`src/tpsc_pkg.sv`:
```
// package: register map, field positions and scan constants for the power and scan config block
package tpsc_pkg;
  // ==========================================================================
  // register byte addresses (printed offsets are indices, byte address = 4 x index)
  localparam logic [7:0] CFG_INDEX = 8'h02;
  localparam logic [7:0] TARGET_INDEX = 8'h03;
  localparam logic [7:0] STATUS_INDEX = 8'h0A;
  localparam logic [7:0] READCH_INDEX = 8'h0B;
  localparam logic [7:0] THRESH_INDEX = 8'h10;
  localparam logic [11:0] CFG_ADDR = {2'h0, CFG_INDEX, 2'h0};
  localparam logic [11:0] TARGET_ADDR = {2'h0, TARGET_INDEX, 2'h0};
  localparam logic [11:0] STATUS_ADDR = {2'h0, STATUS_INDEX, 2'h0};
  localparam logic [11:0] READCH_ADDR = {2'h0, READCH_INDEX, 2'h0};
  localparam logic [11:0] THRESH_ADDR = {2'h0, THRESH_INDEX, 2'h0};
  // ==========================================================================
  // configuration field positions
  localparam int SOFT_OFF_BIT = 15;
  localparam int HARD_OFF_BIT = 14;
  localparam int MONO_BIT = 13;
  localparam int VERBOSE_BIT = 11;
  localparam int LIMIT_BIT = 10;
  localparam int DIR_UP_BIT = 9;
  localparam int SCAN_BIT = 8;
  localparam int PWR_DIS_BIT = 6;
  localparam int PWR_EN_BIT = 0;
  // writable bits; reserved 12, 7 and 5..1 always read zero
  localparam logic [15:0] CFG_WMASK = 16'hEF41;
  localparam logic [15:0] CFG_RESET = 16'h0000;
  // status field positions
  localparam int DONE_BIT = 14;
  localparam int FAIL_BIT = 13;
  // ==========================================================================
  // channel range and scan timing
  localparam int TARGET_CHANNEL_SELECT_W = 10;
  localparam logic [9:0] TARGET_CHANNEL_SELECT_MIN = 10'h000;
  localparam logic [9:0] TARGET_CHANNEL_SELECT_MAX_DEF = 10'h0CC;
  localparam logic [7:0] THRESH_RESET = 8'h19;
  localparam logic [9:0] TARGET_RESET = 10'h000;
  localparam int DWELL_NS = 200;
  localparam int CLK_NS = 20;
  localparam int DWELL_CYC = (DWELL_NS + CLK_NS - 1) / CLK_NS;
  // scan engine states
  typedef enum logic [1:0] {SC_IDLE, SC_STEP, SC_DWELL, SC_DONE} tpsc_state_e;
endpackage

```
`src/tpsc_scan_if.sv`:
```
// interface: signals between register bank and scan stepper
`timescale 1ns/1ps
`default_nettype none
interface tpsc_scan_if;
  logic start;        // one-cycle scan start
  logic abort;        // scan request dropped
  logic dirUp;        // step upward
  logic stopAtEdge;   // stop at band edge
  logic [9:0] startChan; // channel to begin from
  logic [9:0] curChan;   // channel now tuned
  logic busy;         // scan running
  logic doneP;        // one-cycle finish pulse
  logic failP;        // finish without valid channel
  modport bank (output start, abort, dirUp, stopAtEdge, startChan,
                input curChan, busy, doneP, failP);
  modport scan (input start, abort, dirUp, stopAtEdge, startChan,
                output curChan, busy, doneP, failP);
endinterface
`default_nettype wire

```
`src/tpsc_scan_step.sv`:
```
// channel stepper that walks the band during a scan
`timescale 1ns/1ps
`default_nettype none
module tpsc_scan_step
  import tpsc_pkg::*;
#(
  parameter logic [9:0] TARGET_CHANNEL_SELECT_MAX = TARGET_CHANNEL_SELECT_MAX_DEF
) (
  // clock and reset
  input wire logic clk,
  input wire logic nrst,
  // link to register bank
  tpsc_scan_if.scan sif,
  // signal quality of the channel now tuned
  input wire logic [7:0] rssi,
  input wire logic [7:0] threshold
);
  // ==========================================================================
  // state
  tpsc_state_e state_reg, state_next;
  logic [9:0] target_channel_select_reg, target_channel_select_next;      // current channel
  logic [9:0] origin_reg;               // where the scan began
  logic [7:0] dwell_reg;                // settle counter
  logic fail_reg, fail_next;
  // next channel, wrapping at either edge
  wire atTop = (target_channel_select_reg == TARGET_CHANNEL_SELECT_MAX);
  wire atBot = (target_channel_select_reg == TARGET_CHANNEL_SELECT_MIN);
  wire atEdge = sif.dirUp ? atTop : atBot;
  wire [9:0] wrapChan = sif.dirUp ? TARGET_CHANNEL_SELECT_MIN : TARGET_CHANNEL_SELECT_MAX;
  wire [9:0] stepChan = atEdge ? wrapChan :
    (sif.dirUp ? target_channel_select_reg + 10'h001 : target_channel_select_reg - 10'h001);
  wire qualified = (rssi >= threshold);
  wire dwellDone = (dwell_reg == 8'h00);

  // ==========================================================================
  // next-state logic
  always_comb begin
    state_next = state_reg;
    target_channel_select_next = target_channel_select_reg;
    fail_next = fail_reg;
    case (state_reg)
      SC_IDLE: begin
        if (sif.start) begin
          target_channel_select_next = sif.startChan;
          fail_next = 1'b0;
          state_next = SC_STEP;
        end
      end
      SC_STEP: begin
        if (sif.stopAtEdge && atEdge) begin
          fail_next = 1'b1;
          state_next = SC_DONE;
        end else begin
          target_channel_select_next = stepChan;
          state_next = SC_DWELL;
        end
      end
      SC_DWELL: begin
        if (dwellDone) begin
          if (qualified) begin
            state_next = SC_DONE;
          end else if (target_channel_select_reg == origin_reg) begin
            fail_next = 1'b1;
            state_next = SC_DONE;
          end else begin
            state_next = SC_STEP;
          end
        end
      end
      default: begin
        state_next = SC_IDLE;
      end
    endcase
    if (sif.abort && state_reg != SC_IDLE) begin
      state_next = SC_IDLE;
    end
  end

  // ==========================================================================
  // registers
  always_ff @(posedge clk or negedge nrst) begin
    if (!nrst) begin
      state_reg <= SC_IDLE;
      target_channel_select_reg <= TARGET_CHANNEL_SELECT_MIN;
      origin_reg <= TARGET_CHANNEL_SELECT_MIN;
      fail_reg <= 1'b0;
    end else begin
      state_reg <= state_next;
      target_channel_select_reg <= target_channel_select_next;
      fail_reg <= fail_next;
      if (state_reg == SC_IDLE && sif.start) begin
        origin_reg <= sif.startChan;
      end
    end
  end

  // settle time before judging a channel
  always_ff @(posedge clk or negedge nrst) begin
    if (!nrst) begin
      dwell_reg <= 8'h00;
    end else if (state_reg == SC_STEP) begin
      dwell_reg <= 8'(DWELL_CYC - 1);
    end else if (!dwellDone) begin
      dwell_reg <= dwell_reg - 8'h01;
    end
  end

  // outputs
  assign sif.curChan = target_channel_select_reg;
  assign sif.busy = (state_reg != SC_IDLE);
  assign sif.doneP = (state_reg == SC_DONE) && !sif.abort;
  assign sif.failP = fail_reg;
endmodule
`default_nettype wire

```
`src/tpsc_power_seek_cfg.sv`:
```
// top: APB register bank for power, audio and scan configuration
//
// Local design decision: the APB register port.
`timescale 1ns/1ps
`default_nettype none
module tpsc_power_seek_cfg
  import tpsc_pkg::*;
#(
  parameter logic [9:0] TARGET_CHANNEL_SELECT_MAX = TARGET_CHANNEL_SELECT_MAX_DEF
) (
  // clock and reset
  input wire logic clk,
  input wire logic nrst,
  // apb slave
  input wire logic psel,
  input wire logic penable,
  input wire logic pwrite,
  input wire logic [11:0] paddr,
  input wire logic [31:0] pwdata,
  output logic [31:0] prdata,
  output logic pready,
  output logic pslverr,
  // signal quality from the receiver
  input wire logic [7:0] rssi,
  // audio and data-service controls
  output logic softAttenuationOff,
  output logic hardSilenceOff,
  output logic forceMono,
  output logic dataServiceVerboseSelect,
  // power sequencer requests
  output logic powerupEnable,
  output logic powerupDisable,
  output logic powerupWriteP
);
  // ==========================================================================
  // registers
  logic [15:0] cfg_reg;              // power and scan configuration
  logic [9:0] target_reg;            // host target channel
  logic [7:0] thresh_reg;            // scan validity threshold
  logic doneFlag_reg;                // operation complete flag
  logic failFlag_reg;                // scan fail or band limit flag
  logic startP_reg;                  // delayed scan start
  logic pwrP_reg;                    // power bits written
  logic [31:0] prdata_reg;           // read data

  tpsc_scan_if sif();

  // ==========================================================================
  // bus decode
  wire access = psel && penable;
  wire wrEn = access && pwrite;
  wire rdEn = access && !pwrite;
  wire hitCfg = (paddr == CFG_ADDR);
  wire hitTarget = (paddr == TARGET_ADDR);
  wire hitStatus = (paddr == STATUS_ADDR);
  wire hitReadch = (paddr == READCH_ADDR);
  wire hitThresh = (paddr == THRESH_ADDR);
  wire mapped = hitCfg || hitTarget || hitStatus || hitReadch || hitThresh;
  // reserved bits dropped whatever host writes
  wire [15:0] cfgWrite = pwdata[15:0] & CFG_WMASK;
  wire cfgWr = wrEn && hitCfg;
  wire scanReqNew = cfgWrite[SCAN_BIT];
  wire scanReqOld = cfg_reg[SCAN_BIT];
  // new scan only once both flags are clear
  wire flagsClear = !doneFlag_reg && !failFlag_reg;
  wire startScan = cfgWr && scanReqNew && !scanReqOld && flagsClear;

  // read mux
  wire [31:0] rdMux =
    hitCfg ? {16'h0000, cfg_reg} :
    hitTarget ? {22'h000000, target_reg} :
    // status exposes done at bit 14
    hitStatus ? {16'h0000, 1'b0, doneFlag_reg, failFlag_reg, 5'h00, rssi} :
    hitReadch ? {22'h000000, sif.curChan} :
    hitThresh ? {24'h000000, thresh_reg} : 32'h00000000;

  // ==========================================================================
  // configuration register
  always_ff @(posedge clk or negedge nrst) begin
    if (!nrst) begin
      // power bits and all fields reset to zero
      cfg_reg <= CFG_RESET;
    end else if (cfgWr) begin
      cfg_reg <= cfgWrite;
    end
  end

  // target channel and threshold, untouched by scanning
  always_ff @(posedge clk or negedge nrst) begin
    if (!nrst) begin
      target_reg <= TARGET_RESET;
      thresh_reg <= THRESH_RESET;
    end else begin
      // target only changes on host write
      if (wrEn && hitTarget) begin
        target_reg <= pwdata[9:0];
      end
      if (wrEn && hitThresh) begin
        thresh_reg <= pwdata[7:0];
      end
    end
  end

  // ==========================================================================
  // completion flags: the finish pulse is masked while the scan request is clear, so a clear in the same cycle wins
  wire clearFlags = !cfg_reg[SCAN_BIT];
  always_ff @(posedge clk or negedge nrst) begin
    if (!nrst) begin
      doneFlag_reg <= 1'b0;
      failFlag_reg <= 1'b0;
    end else if (sif.doneP) begin
      // done always, fail if nothing found
      doneFlag_reg <= 1'b1;
      failFlag_reg <= sif.failP;
    end else if (clearFlags) begin
      doneFlag_reg <= 1'b0;
      failFlag_reg <= 1'b0;
    end
  end

  // start and power pulses, bus read data
  always_ff @(posedge clk or negedge nrst) begin
    if (!nrst) begin
      startP_reg <= 1'b0;
      pwrP_reg <= 1'b0;
      prdata_reg <= 32'h00000000;
    end else begin
      startP_reg <= startScan;
      pwrP_reg <= cfgWr && (cfgWrite[PWR_EN_BIT] || cfgWrite[PWR_DIS_BIT]);
      if (rdEn) begin
        prdata_reg <= rdMux;
      end
    end
  end

  // ==========================================================================
  // scan stepper hookup
  // start from readback channel
  assign sif.start = startP_reg;
  assign sif.abort = !cfg_reg[SCAN_BIT];
  assign sif.dirUp = cfg_reg[DIR_UP_BIT];
  assign sif.stopAtEdge = cfg_reg[LIMIT_BIT];
  assign sif.startChan = sif.curChan;

  tpsc_scan_step #(
    .TARGET_CHANNEL_SELECT_MAX(TARGET_CHANNEL_SELECT_MAX)
  ) u_step (
    .clk(clk),
    .nrst(nrst),
    .sif(sif),
    .rssi(rssi),
    .threshold(thresh_reg)
  );

  // ==========================================================================
  // outputs
  // zero wait states keep the bus simple; reads come straight from the read mux during the access cycle
  assign pready = 1'b1;
  assign pslverr = access && !mapped;
  assign prdata = rdEn ? rdMux : prdata_reg;
  assign softAttenuationOff = cfg_reg[SOFT_OFF_BIT];
  assign hardSilenceOff = cfg_reg[HARD_OFF_BIT];
  assign forceMono = cfg_reg[MONO_BIT];
  assign dataServiceVerboseSelect = cfg_reg[VERBOSE_BIT];
  assign powerupEnable = cfg_reg[PWR_EN_BIT];
  assign powerupDisable = cfg_reg[PWR_DIS_BIT];
  assign powerupWriteP = pwrP_reg;
endmodule
`default_nettype wire

```
`config.mk`:
```
export PLATFORM = sky130hd
export DESIGN_NAME = tpsc_power_seek_cfg
export DESIGN_NICKNAME = d
export VERILOG_FILES = /design/src/tpsc_pkg.sv /design/src/tpsc_scan_if.sv /design/src/tpsc_scan_step.sv /design/src/tpsc_power_seek_cfg.sv
export SDC_FILE = /design/constraint.sdc
export NUM_CORES = 1
export LEC_CHECK = 0
export ABC_AREA = 0
export BUFFER_PORTS_ARGS = -buffer_cell sky130_fd_sc_hd__buf_2
export CORE_MARGIN = 5
export CORE_UTILIZATION = 55
export CTS_CLUSTER_SIZE = 24
export DETAILED_ROUTE_END_ITERATION = 10
export PLACE_DENSITY = 0.82
export SYNTH_ARGS = -nofsm -noshare
export SYNTH_HDL_FRONTEND = slang
export SYNTH_SLANG_ARGS = --single-unit
```
`constraint.sdc`:
```
create_clock -name clk -period 3.88 [get_ports clk]
set_input_delay 0.776 -clock clk [delete_from_list [all_inputs] [get_ports clk]]
set_output_delay 0.776 -clock clk [all_outputs]
set_load 0.01 [all_outputs]
```
# After elaboration in Yosys (flattened, before gate mapping)
# Cells that the tools add are included.
# W data, S select, Z words.
[op_classes]
n_div = 0
bitwise = 1
mux = 28
shift = 0
n_mul = 0
addsub = 3
n_reduce_logical = 34
n_eq_ne = 19
magnitude_cmp = 1
[ops]
columns = ["op", "count"]
rows = [
  ["$mux W32", 1],
  ["$mux W8", 4],
  ["$mux W10", 3],
  ["$mux W15", 2],
  ["$eq A12 B4 Y1 const B", 2],
  ["$eq A12 B6 Y1 const B", 2],
  ["$logic_and A1 B1 Y1", 16],
  ["$mux W16", 1],
  ["$eq A12 B7 Y1 const B", 1],
  ["$add A10 B1 Y10 const B", 1],
  ["$eq A10 B10 Y1", 1],
  ["$eq A10 B8 Y1 const B", 1],
  ["$logic_not A10 Y1", 1],
  ["$mux W1", 10],
  ["$mux W2", 5],
  ["$sub A10 B1 Y10 const B", 1],
  ["$ge A8 B8 Y1", 1],
  ["$logic_not A8 Y1", 1],
  ["$ne A2 B1 Y1 const B", 4],
  ["$sub A8 B1 Y8 const B", 1],
  ["$ne A2 B2 Y1 const B", 3],
  ["$pmux W2 S3", 1],
  ["$reduce_and A6 Y1", 1],
  ["$logic_not A1 Y1", 5],
  ["11 further kinds", 17],
]
[word_totals]
mem_bits_rw = 0
mem_count = 0
mem_bits_ro = 0
latchBits = 0
register_bits = 94

# Longest topological paths before layout
# Gate-level depths: netlist (run 1).
[depth]
depth_word = 7
mapped_depth = 9
ltp_nobuf = 8

# Hierarchy
# From an unflattened synthesis (run 1), not the netlist that was laid out.
[hier_totals]
hier_cells = 486
hier_area_um2 = 5152.4
[modules_own_cells]
columns = ["module", "cells_each", "instances", "area_per_inst_um2"]
rows = [
  ["tpsc_power_seek_cfg", 239, 1, 2810.2],
  ["tpsc_scan_step", 247, 1, 2342.2],
]

# Worst setup path after synthesis (run 1)
# Ideal clock, no wire load.
[synth_timing]
kind = "input-to-output"
start = "input port paddr[1]"
end = "output port prdata[0]"
cell_stages = 5
slack_ns = 0.547
path_buffers = 0
t_arrival_ns = 2.557
required_ns = 3.104
path_cell_list = "nor4_1 > nand3_1 > nor3b_1 > a221oi_1 > o21ai_0"
[synth_between]
elab_chain_len = 7
elab_cells_between_ends = 11
classes_between = "eq/ne (5); mux (6)"
[synth_lines]
columns = ["element", "line", "rtl"]
rows = [
  ["start: declaration", "tpsc_power_seek_cfg.sv:18", "input wire logic [11:0] paddr,"],
  ["$eq A12 B7 Y1", "tpsc_power_seek_cfg.sv:57", "wire hitThresh = (paddr == THRESH_ADDR);"],
  ["$mux W8", "tpsc_power_seek_cfg.sv:75", "hitThresh ? {24'h000000, thresh_reg} : 32'h00000000;"],
  ["$mux W10", "tpsc_power_seek_cfg.sv:74", "hitReadch ? {22'h000000, sif.curChan} :"],
  ["$mux W15", "tpsc_power_seek_cfg.sv:73", "hitStatus ? {16'h0000, 1'b0, doneFlag_reg, failFlag_reg, 5'h00, rssi} :"],
  ["$mux W15", "tpsc_power_seek_cfg.sv:71", "hitTarget ? {22'h000000, target_reg} :"],
  ["$mux W16 *", "tpsc_power_seek_cfg.sv:70", "hitCfg ? {16'h0000, cfg_reg} :"],
  ["$mux W32 *", "-", ""],
  ["end: declaration", "tpsc_power_seek_cfg.sv:20", "output logic [31:0] prdata,"],
]
# Mark *: on every way between the ends. The rest lies on a longest branch, timed or not.

# Worst setup path in the final report (run 1)
[layout_timing]
start = "input port paddr[9]"
end = "output port prdata[4]"
# Same word-level chain as after synthesis.

==> results of run 1 <==
## cell usage in the layout, fill, tap and decap left out, types with 14 or more instances in the layout
cell type and count:
a21oi_1 19, mux2_2 36, and2_1 24, ha_1 23
nand2_1 50, dfrtp_1 91, xnor2_1 14, nor2_1 20
inv_1 19, buf_2 78, o21ai_0 28
## layout make-up
cell class,count,area (µm²),area share
clock buffers,10,137.6,0.02475
clock inverters,6,91.34,0.01642
inverters,19,71.32,0.01282
multi-input cells,325,2312,0.4157
flip-flops and latches,94,2356,0.4236
well taps,108,135.1,0.02430
repair buffers,87,457.9,0.08234
## power groups by stage
stage	clock network [mW]	registers (mW)	logic (mW)
detailed placement	0	1.10	0.253
global route	0.803	1.09	0.290
floorplan	0	1.09	0.163
finish	0.742	1.08	0.253
CTS	0.756	1.08	0.256
global placement	0	1.10	0.241
## worst paths after layout
| path | to | startpoint | slack, ns |
|---|---|---|---|
| max | prdata[4] | paddr[9] | 0.28 |
| min | prdata_reg[12] | nrst | 0.32 |
| max reg2reg | u_step.sif.failP | u_step.dwell_reg[4] | 0.96 |
| min reg2reg | prdata_reg[27] | prdata_reg[27] | 0.48 |
| max in group asynchronous | thresh_reg[3] | nrst | 2.73 |
| min in group clk | prdata_reg[27] | prdata_reg[27] | 0.48 |
## metal layers
layer	GRT usage	vias to the layer above
met5	0	-
met4	0.08865	0
met2	0.3510	112
li1	-	1771
met1	0.2758	1830
met3	0.04292	25
## metrics by stage
| stage | util | cell area [µm²] | hold slack, ns | instances |
|---|---|---|---|---|
| floorplan | - | 4805 | 0.4579 | 454 |
| global placement | 0.6175 | 5333 | 0.4599 | 633 |
| detailed placement | 0.6175 | 5333 | 0.4639 | 633 |
| CTS | 0.6440 | 5562 | 0.3246 | 649 |
| global route | 0.6440 | 5562 | 0.3249 | 649 |
| finish | 0.6440 | 5562 | 0.3150 | 649 |
## logic make-up (layout without fill, tap and decap cells)
kind of cell / count (synthesis) / in the layout / share of synthesized area
xor+xnor: 18 / 18 / 0.03281
mux: 43 / 43 / 0.09922
fa+ha+maj: 24 / 24 / 0.06406
flops: 94 / 94 / 0.4904
compound gates: 92 / 92 / 0.1266
other cells: 1 / 1 / 0.0007805
buf+inv: 35 / 122 / 0.02839
simple gates: 147 / 147 / 0.1578
==> results.md, run 1 <==
- Outcome: finished, final reports clean
- Core Box Area: 8636 µm²
- CTS root buffer: clkbuf_8
- Clk network pwr share: 0.357
- Antenna Nets Post-Route: 0
- Pre-CTS WS: 0.3429 ns
- Final WS setup: 0.2788 ns
- IO buf count: 79
- First-pass GRT wire length: 17790 µm
- Post-cts resize count: 0
- Layout area overhead: 15.76%
- Crit-path cells: buf_2, nor4_1, nand3_1, nor3b_1, buf_4, a221oi_1, a21oi_1, buf_2
- Worst Clk Skew: 0.004906 ns
- Pwr dens: 373.6 nW/µm²
- Number of flops mapped to enable cells by yosys: 0
- Setup Fix Bufs, Post-CTS: 0
- Syn avg cell area: 10.58 µm²
- Req. time, crit path: 3.10 ns
- M1 WL: 4679 µm
- Clk sink count: 94
- Number of cells on the worst reg-to-reg path: 5
- Post-synth ARST share: 1.000
- Crit-path slowest cell: nor3b_1
- Crit Path Class: in -> out
- Setup TNS: 0 ns
- First-pass iteration count of the detailed router: 4
- CTS tree: yes
- Nets: 617
- Largest delay share family, worst path: simple AND/OR/NAND/NOR gates
- Commonest cells in the netlist: 91 x dfrtp_1, 50 x nand2_1, 36 x mux2_2
- Row count: 34
- P_int: 1.537 mW
- Hold buffer count at cts: 0
- Hold crit path type: in -> async
- P_leak: 2.715 nW
- Tightest Pin Transition: 0.6927 ns
- Filler cells: 676
- Largest net degree at the start of global routing: 38
- Combinational power share: 0.122
- Sequential share of power: 0.521
- Mapped Cells: 454
- Share of the synthesized area in the top cell type: 0.4740
- Number of I/O pins: 98
- Final Setup Violations: 0
- Worst Path Max Fanout: 8
- CP dominant cell by count: buf_2
- DPL Wire Length: 8205 µm
- RSZ-0062 raised after global routing: no
- Layout cell share with drive strength beyond 1: 0.2717
- Num CTS Buffers: 9
- Final hold violations: 0
- Synth Cell Area: 4805 µm²
- Vias after detailed routing: 3738
- Seq cells post-synth: 94
- Max-cap viol count: 0
- Die Y: 103.5 µm
- Seq/Total Area, Yosys: 0.4904
- Top cells by area, synth: dfrtp_1 47%, mux2_2 8.4%, ha_1 6.0%
- Final critical-path required period: 3.601 ns
- Die ar.: 10710 µm²
- Clock transition at the registers of the reported paths: 0.09 ns
- CP Capture Type: output port
- Slew Limit Headroom: 0.5372
- Worst Setup Start Kind: primary input
- Initial Util: 0.5564
- Routed WL per cell: 17.13 µm
- Crit share post-route: 0.9281
- Largest register FFs: 32
- Arrival time at the worst endpoint: 2.83 ns
- Max Slew Vio Count: 0
- Grt ovf: 0
- Yosys warns: 0
- Final GP Congestion: 0.8856
- Clock tree buffer depth: 2
- Top Layer Used: met4
- DRC Markers: 0
- Antenna violations before repair: 0
- DRT Wirelength: 11120 µm
- GRT Overall Usage: 0.2135
- WL met2: 5674 µm
- Number of diodes: 0
- Count of cell types in the netlist: 51
- Routed vias/inst: 5.760
- Met3 wire length: 488 µm
- Overall Power: 2.078 mW
- Synth Flop Type: dfrtp_1
- Post-synth top area cell: dfrtp_1
- CP bufs+invs: 3
- CTS HTree Levels: 3
- Vias in the first global route: 3782
- Net Sw Frac: 0.2605
- Maximum VDD drop: 0.2311 mV
- WP depth: 8
- Clk Latency, worst-skew pair: 0.36 ns
- Syn nets: 535
- CP max stage delay: 0.50 ns
- Most common cell in the netlist: dfrtp_1
- P_sw: 541.4 µW
- Die Span X: 103.5 µm
- F_max: 277.7 MHz
- Initial DRC Count: 215
Power figures use the tool's default switching activity.
==> run 2, diff against run 1 <==
--- a/config.mk
+++ b/config.mk
@@ -11,7 +11,7 @@
 export CORE_UTILIZATION = 55
 export CTS_CLUSTER_SIZE = 24
 export DETAILED_ROUTE_END_ITERATION = 10
-export PLACE_DENSITY = 0.82
+export PLACE_DENSITY_LB_ADDON = 0.2
 export SYNTH_ARGS = -nofsm -noshare
 export SYNTH_HDL_FRONTEND = slang
 export SYNTH_SLANG_ARGS = --single-unit
==> run 2 against run 1 <==
  * Combinational power fell by 2%
  * Design area fell by 0.81%
  * Clock power fell by 20%
  * Total power fell by 7.3%
  * Sequential power barely moved
  * Core utilization fell by 0.52 points
  * Register-to-register slack improved by 0.03 ns
  * Non-clock buffer count rose by 1
  * Fmax rose by 2.8%
  * Count of clock-buffer cells in the layout rose by 1
  * Critical endpoint is now prdata[0]
  * Largest cell class unchanged
==> results.md, run 2 (synthesized netlist as in run 1, its figures left out) <==
- Outcome: finished, final reports clean
- Crit Path Class: in -> out
- Clk sink count: 94
- Nets: 618
- Crit share post-route: 0.9028
- Initial Util: 0.5564
- Max-cap viol count: 0
- Number of diodes: 0
- First-pass GRT wire length: 17480 µm
- Clk network pwr share: 0.309
- CP dominant cell by count: buf_2
- Die Y: 103.5 µm
- Hold buffer count at cts: 0
- First-pass iteration count of the detailed router: 4
- Antenna violations before repair: 0
- Die Span X: 103.5 µm
- Core Box Area: 8636 µm²
- P_int: 1.400 mW
- Layout area overhead: 14.82%
- Hold depth: 1
- Top Layer Used: met4
- Clock transition at the registers of the reported paths: 0.09 ns
- Filler cells: 718
- M1 WL: 4768 µm
- GRT Overall Usage: 0.2082
- Worst Clk Skew: 0.009934 ns
- CTS HTree Levels: 3
- Final critical-path required period: 3.503 ns
- Hold EP: prdata_reg[12]
- Req. time, crit path: 3.10 ns
- Crit-path cells: buf_2, nor4_1, nand3_1, nor3b_1, buf_4, a221oi_1, o21ai_0, buf_2
- Post-cts resize count: 0
- WL met2: 4991 µm
- Setup Fix Bufs, Post-CTS: 0
- Layout cell share with drive strength beyond 1: 0.2712
- Antenna Nets Post-Route: 0
- Worst R2R End: u_step.sif.failP
- Clk Latency, worst-skew pair: 0.36 ns
- Most common cell after layout, fill and taps aside: dfrtp_1
- Combinational power share: 0.129
- Clock tree buffer depth: 2
- Met3 wire length: 633 µm
- Arrival time at the worst endpoint: 2.73 ns
- DPL Wire Length: 7842 µm
- Net Sw Frac: 0.2733
- Initial DRC Count: 179
- Max Slew Vio Count: 0
- Vias in the first global route: 3659
- Setup slack, reg-to-reg: 0.99 ns
- Worst Setup Start Kind: primary input
- CP bufs+invs: 3
- Sequential share of power: 0.561
- Largest register FFs: 32
- Maximum VDD drop: 0.3240 mV
- IO buf count: 79
- Tightest Pin Transition: 0.9863 ns
- CTS tree: yes
- Vias after detailed routing: 3703
- Worst Path Max Fanout: 8
- DRC Markers: 0
- RSZ-0062 raised after global routing: no
- DRT Wirelength: 10620 µm
- Routed vias/inst: 5.697
- Final Setup Violations: 0
- Most frequent cells in the layout: 91 x dfrtp_1, 78 x buf_2, 50 x nand2_1, 36 x mux2_2, 28 x o21ai_0
- HP Start: prdata_reg[12]
- Placed cell area: 5340 µm²
- CTS root buffer: clkbuf_8
- Crit-path slowest cell: nor4_1
- Pwr dens: 349.4 nW/µm²
- Routed WL per cell: 16.34 µm
- Number of I/O pins: 98
- Num CTS Buffers: 9
- P_leak: 2.681 nW
- CP Capture Type: output port
- Grt ovf: 0
- P_sw: 526.8 µW
- Final hold violations: 0
- F_max: 285.5 MHz
- Number of cells on the worst reg-to-reg path: 5
- Largest delay share family, worst path: simple AND/OR/NAND/NOR gates
- Die ar.: 10710 µm²
- Final instance area: 5517 µm²
- Slew Limit Headroom: 0.3425
- Hold crit path type: reg -> reg
- Row count: 34
- CP max stage delay: 0.52 ns
- Final GP Congestion: 0.8898
- R2R Path Start: u_step.dwell_reg[4]
- Setup TNS: 0 ns
- Largest net degree at the start of global routing: 83
## run 2: changes by cell type in the layout (fill, tap and decap cells not counted), sizes merged
cell	before	now
inv	21	19
clkbuf	10	11
clkinvlp	0	4
bufinv	2	0
buf	87	88
clkinv	2	1
## run 2: routing by layer
layer / up-vias / GRT usage
met5: - / 0
met4: 0 / 0.06673
met3: 27 / 0.04561
met2: 103 / 0.3221
met1: 1797 / 0.2926
li1: 1776 / -
## run 2: cell type report
type	instances	area (µm²)	share of cell area
clock buffer	11	141.4	0.02563
clock inverter	5	35.03	0.006351
inverter	19	71.32	0.01293
multi-input combinational	325	2312	0.4191
sequential	94	2356	0.4271
tap	108	135.1	0.02450
timing repair buffer	88	465.4	0.08437
## run 2: through the flow
stage                     hold slack (ns)  worst slack (ns)  power, mW  utilization  std cells
after floorplan                    0.4579            0.5473      1.255            -        454
after CTS                          0.4829            0.4429      1.947       0.6388        650
after detailed placement           0.4613            0.4738      1.354       0.6184        634
after global placement             0.4597            0.5134      1.341       0.6184        634
after global routing               0.5092            0.2889      2.022       0.6388        650
final                              0.4802            0.3770      1.927       0.6388        650
## run 2: worst max-delay path by stage
| stage | end | start | cells past startpoint |
|---|---|---|---|
| 3_3_place_gp | prdata[4] | paddr[1] | 8 |
| 5_1_grt | prdata[1] | paddr[1] | 8 |
| 4_1_cts | prdata[1] | paddr[1] | 8 |
| 6_report | prdata[0] | paddr[1] | 8 |
| 2_1_floorplan | prdata[0] | paddr[1] | 5 |
| 3_5_place_dp | prdata[9] | paddr[1] | 9 |
## run 2: power by group through the flow
| stage | registers [mW] | logic, mW | clock network [mW] |
|---|---|---|---|
| after floorplan | 1.09 | 0.163 | 0 |
| after global placement | 1.10 | 0.242 | 0 |
| after detailed placement | 1.10 | 0.252 | 0 |
| after CTS | 1.08 | 0.254 | 0.611 |
| after global routing | 1.09 | 0.282 | 0.652 |
| final | 1.08 | 0.249 | 0.596 |
==> run 3, diff against run 2 <==
--- a/config.mk
+++ b/config.mk
@@ -6,7 +6,7 @@
 export NUM_CORES = 1
 export LEC_CHECK = 0
 export ABC_AREA = 0
-export BUFFER_PORTS_ARGS = -buffer_cell sky130_fd_sc_hd__buf_2
+export BUFFER_PORTS_ARGS = -buffer_cell sky130_fd_sc_hd__clkbuf_2
 export CORE_MARGIN = 5
 export CORE_UTILIZATION = 55
 export CTS_CLUSTER_SIZE = 24
==> run 3 against run 2 <==
  * Die area did not move
  * Wire length increased by 0.33%
  * Sequential share of layout area fell by 0.13 points
  * Worst setup slack got worse by 0.082 ns
  * Total power grew 3.3%
  * Register-to-register slack improved by 0.02 ns
  * Flip-flop and latch count stayed put
  * Clock skew increased by 0.0034 ns
  * Clock power rose by 9.9%
  * Critical path type unchanged
  * Non-clock buffer count fell by 1
==> results.md, run 3 (synthesized netlist as in run 1, its figures left out) <==
- Most frequent cells in the layout: 91 x dfrtp_1, 78 x clkbuf_2, 50 x nand2_1, 36 x mux2_2, 28 x o21ai_0
- DRC Markers: 0
- F_max: 279.0 MHz
- CP Capture Type: output port
- CTS HTree Levels: 3
- Max Slew Vio Count: 0
- Setup crit end: prdata[2]
- Pwr dens: 359.8 nW/µm²
- R2R Path Start: u_step.dwell_reg[4]
- Routed WL per cell: 16.42 µm
- Hold crit path type: in -> async
- Antenna Nets Post-Route: 0
- Worst Clk Skew: 0.01335 ns
- Worst Setup Start Kind: primary input
- Worst R2R End: u_step.sif.failP
- Initial Util: 0.5564
- Number of cells on the worst reg-to-reg path: 5
- CTS tree: yes
- CP dominant cell by count: clkbuf_2
- Clock transition at the registers of the reported paths: 0.09 ns
- Clock tree buffer depth: 2
- Initial DRC Count: 223
- GRT Max-Usage Layer: met2
- Num CTS Buffers: 9
- Die Span X: 103.5 µm
- Core Box Area: 8636 µm²
- IO buf count: 79
- CP max stage delay: 0.46 ns
- Final GP Congestion: 0.8983
- RSZ-0062 raised after global routing: no
- Post-layout util: 0.6407
- Outcome: finished, final reports clean
- Number of diodes: 0
- Number of I/O pins: 98
- First-pass iteration count of the detailed router: 4
- Crit Path Class: in -> out
- Die Y: 103.5 µm
- Layout area overhead: 15.16%
- Nets: 617
- Req. time, crit path: 3.10 ns
- Tightest Pin Transition: 0.6475 ns
- GRT Overall Usage: 0.2096
- Hold buffer count at cts: 0
- Met1 demand-to-capacity share in global routing: 0.2914
- Crit-path slowest cell: nor4_1
- Worst Path Max Fanout: 8
- Arrival time at the worst endpoint: 2.81 ns
- Clk Latency, worst-skew pair: 0.36 ns
- Setup slack, reg-to-reg: 1.01 ns
- Max-cap viol count: 0
- Setup Fix Bufs, Post-CTS: 0
- Most common cell after layout, fill and taps aside: dfrtp_1
- First-pass GRT wire length: 17500 µm
- Post-cts resize count: 0
- Antenna violations before repair: 0
- Grt ovf: 0
- DRT Wirelength: 10660 µm
- Largest net degree at the start of global routing: 47
- Row count: 34
- DPL Wire Length: 7817 µm
- Slew Limit Headroom: 0.5654
- Vias in the first global route: 3603
- Vias after detailed routing: 3624
- Final Setup Violations: 0
- Maximum VDD drop: 0.2008 mV
- Crit share post-route: 0.9239
- CP startpoint: paddr[1]
- CTS root buffer: clkbuf_8
- P_leak: 2.675 nW
- Setup TNS: 0 ns
- Routed vias/inst: 5.584
- Layout cell share with drive strength beyond 1: 0.2699
- Largest register FFs: 32
- Fraction of met3 tracks used by global routing: 0.03085
- Clk sink count: 94
- Final critical-path required period: 3.585 ns
- Final hold violations: 0
- Crit-path cells: clkbuf_2, nor4_1, nand3_1, nor3b_1, buf_4, a221oi_1, a21oi_1, clkbuf_2
- Die ar.: 10710 µm²
- M2 GR Usage: 0.3402
-- run 3: power by group --
part,internal [mW],switching [mW],leakage (nW)
Sequential,1.04,0.0476,1.26
Combinational,0.112,0.138,1.32
Clock,0.303,0.353,0.0966
Total,1.45,0.538,2.67
-- run 3: metrics by stage --
stage                     instances  power, mW  area [µm²]  hold slack [ns]  setup slack [ns]
after floorplan                 454      1.255        4805           0.4579            0.5473
after global placement          633      1.343        5333           0.4639            0.3894
after detailed placement        633      1.358        5333           0.4660            0.3540
after CTS                       649      2.014        5533           0.4258            0.3128
after global routing            649      2.086        5533           0.4480           0.07270
final                           649      1.991        5533           0.4065            0.2953
-- run 3: per-layer routing --
metal / vias to the layer above / part of all wire
met5: - / 0
met4: 0 / 0.013
met2: 94 / 0.48
li1: 1768 / -
met3: 11 / 0.053
met1: 1751 / 0.45
-- run 3: cell type report --
type,count,area [µm²]
clock inverter,6,72.57
fill,719,3103
timing repair buffer,87,457.9
multi-input combinational,325,2312
tap,108,135.1
sequential,94,2356
clock buffer,10,127.6
inverter,19,71.32
-- run 3: how the worst min path moves through the flow --
| stage | to | cells past startpoint |
|---|---|---|
| 2_1_floorplan | u_step.sif.failP | 1 |
| 3_3_place_gp | prdata_reg[12] | 1 |
| 3_5_place_dp | prdata_reg[31] | 1 |
| 4_1_cts | u_step.dwell_reg[6] | 1 |
| 5_1_grt | u_step.dwell_reg[6] | 1 |
| 6_report | u_step.dwell_reg[4] | 1 |
-- run 3: worst max-delay path: cells and delay by family --
kind | cells | cell delay (ns)
buffers and inverters | 3 | 0.51
AO/OA/AOI/OAI | 2 | 0.33
AND/OR/NAND/NOR | 3 | 1.18
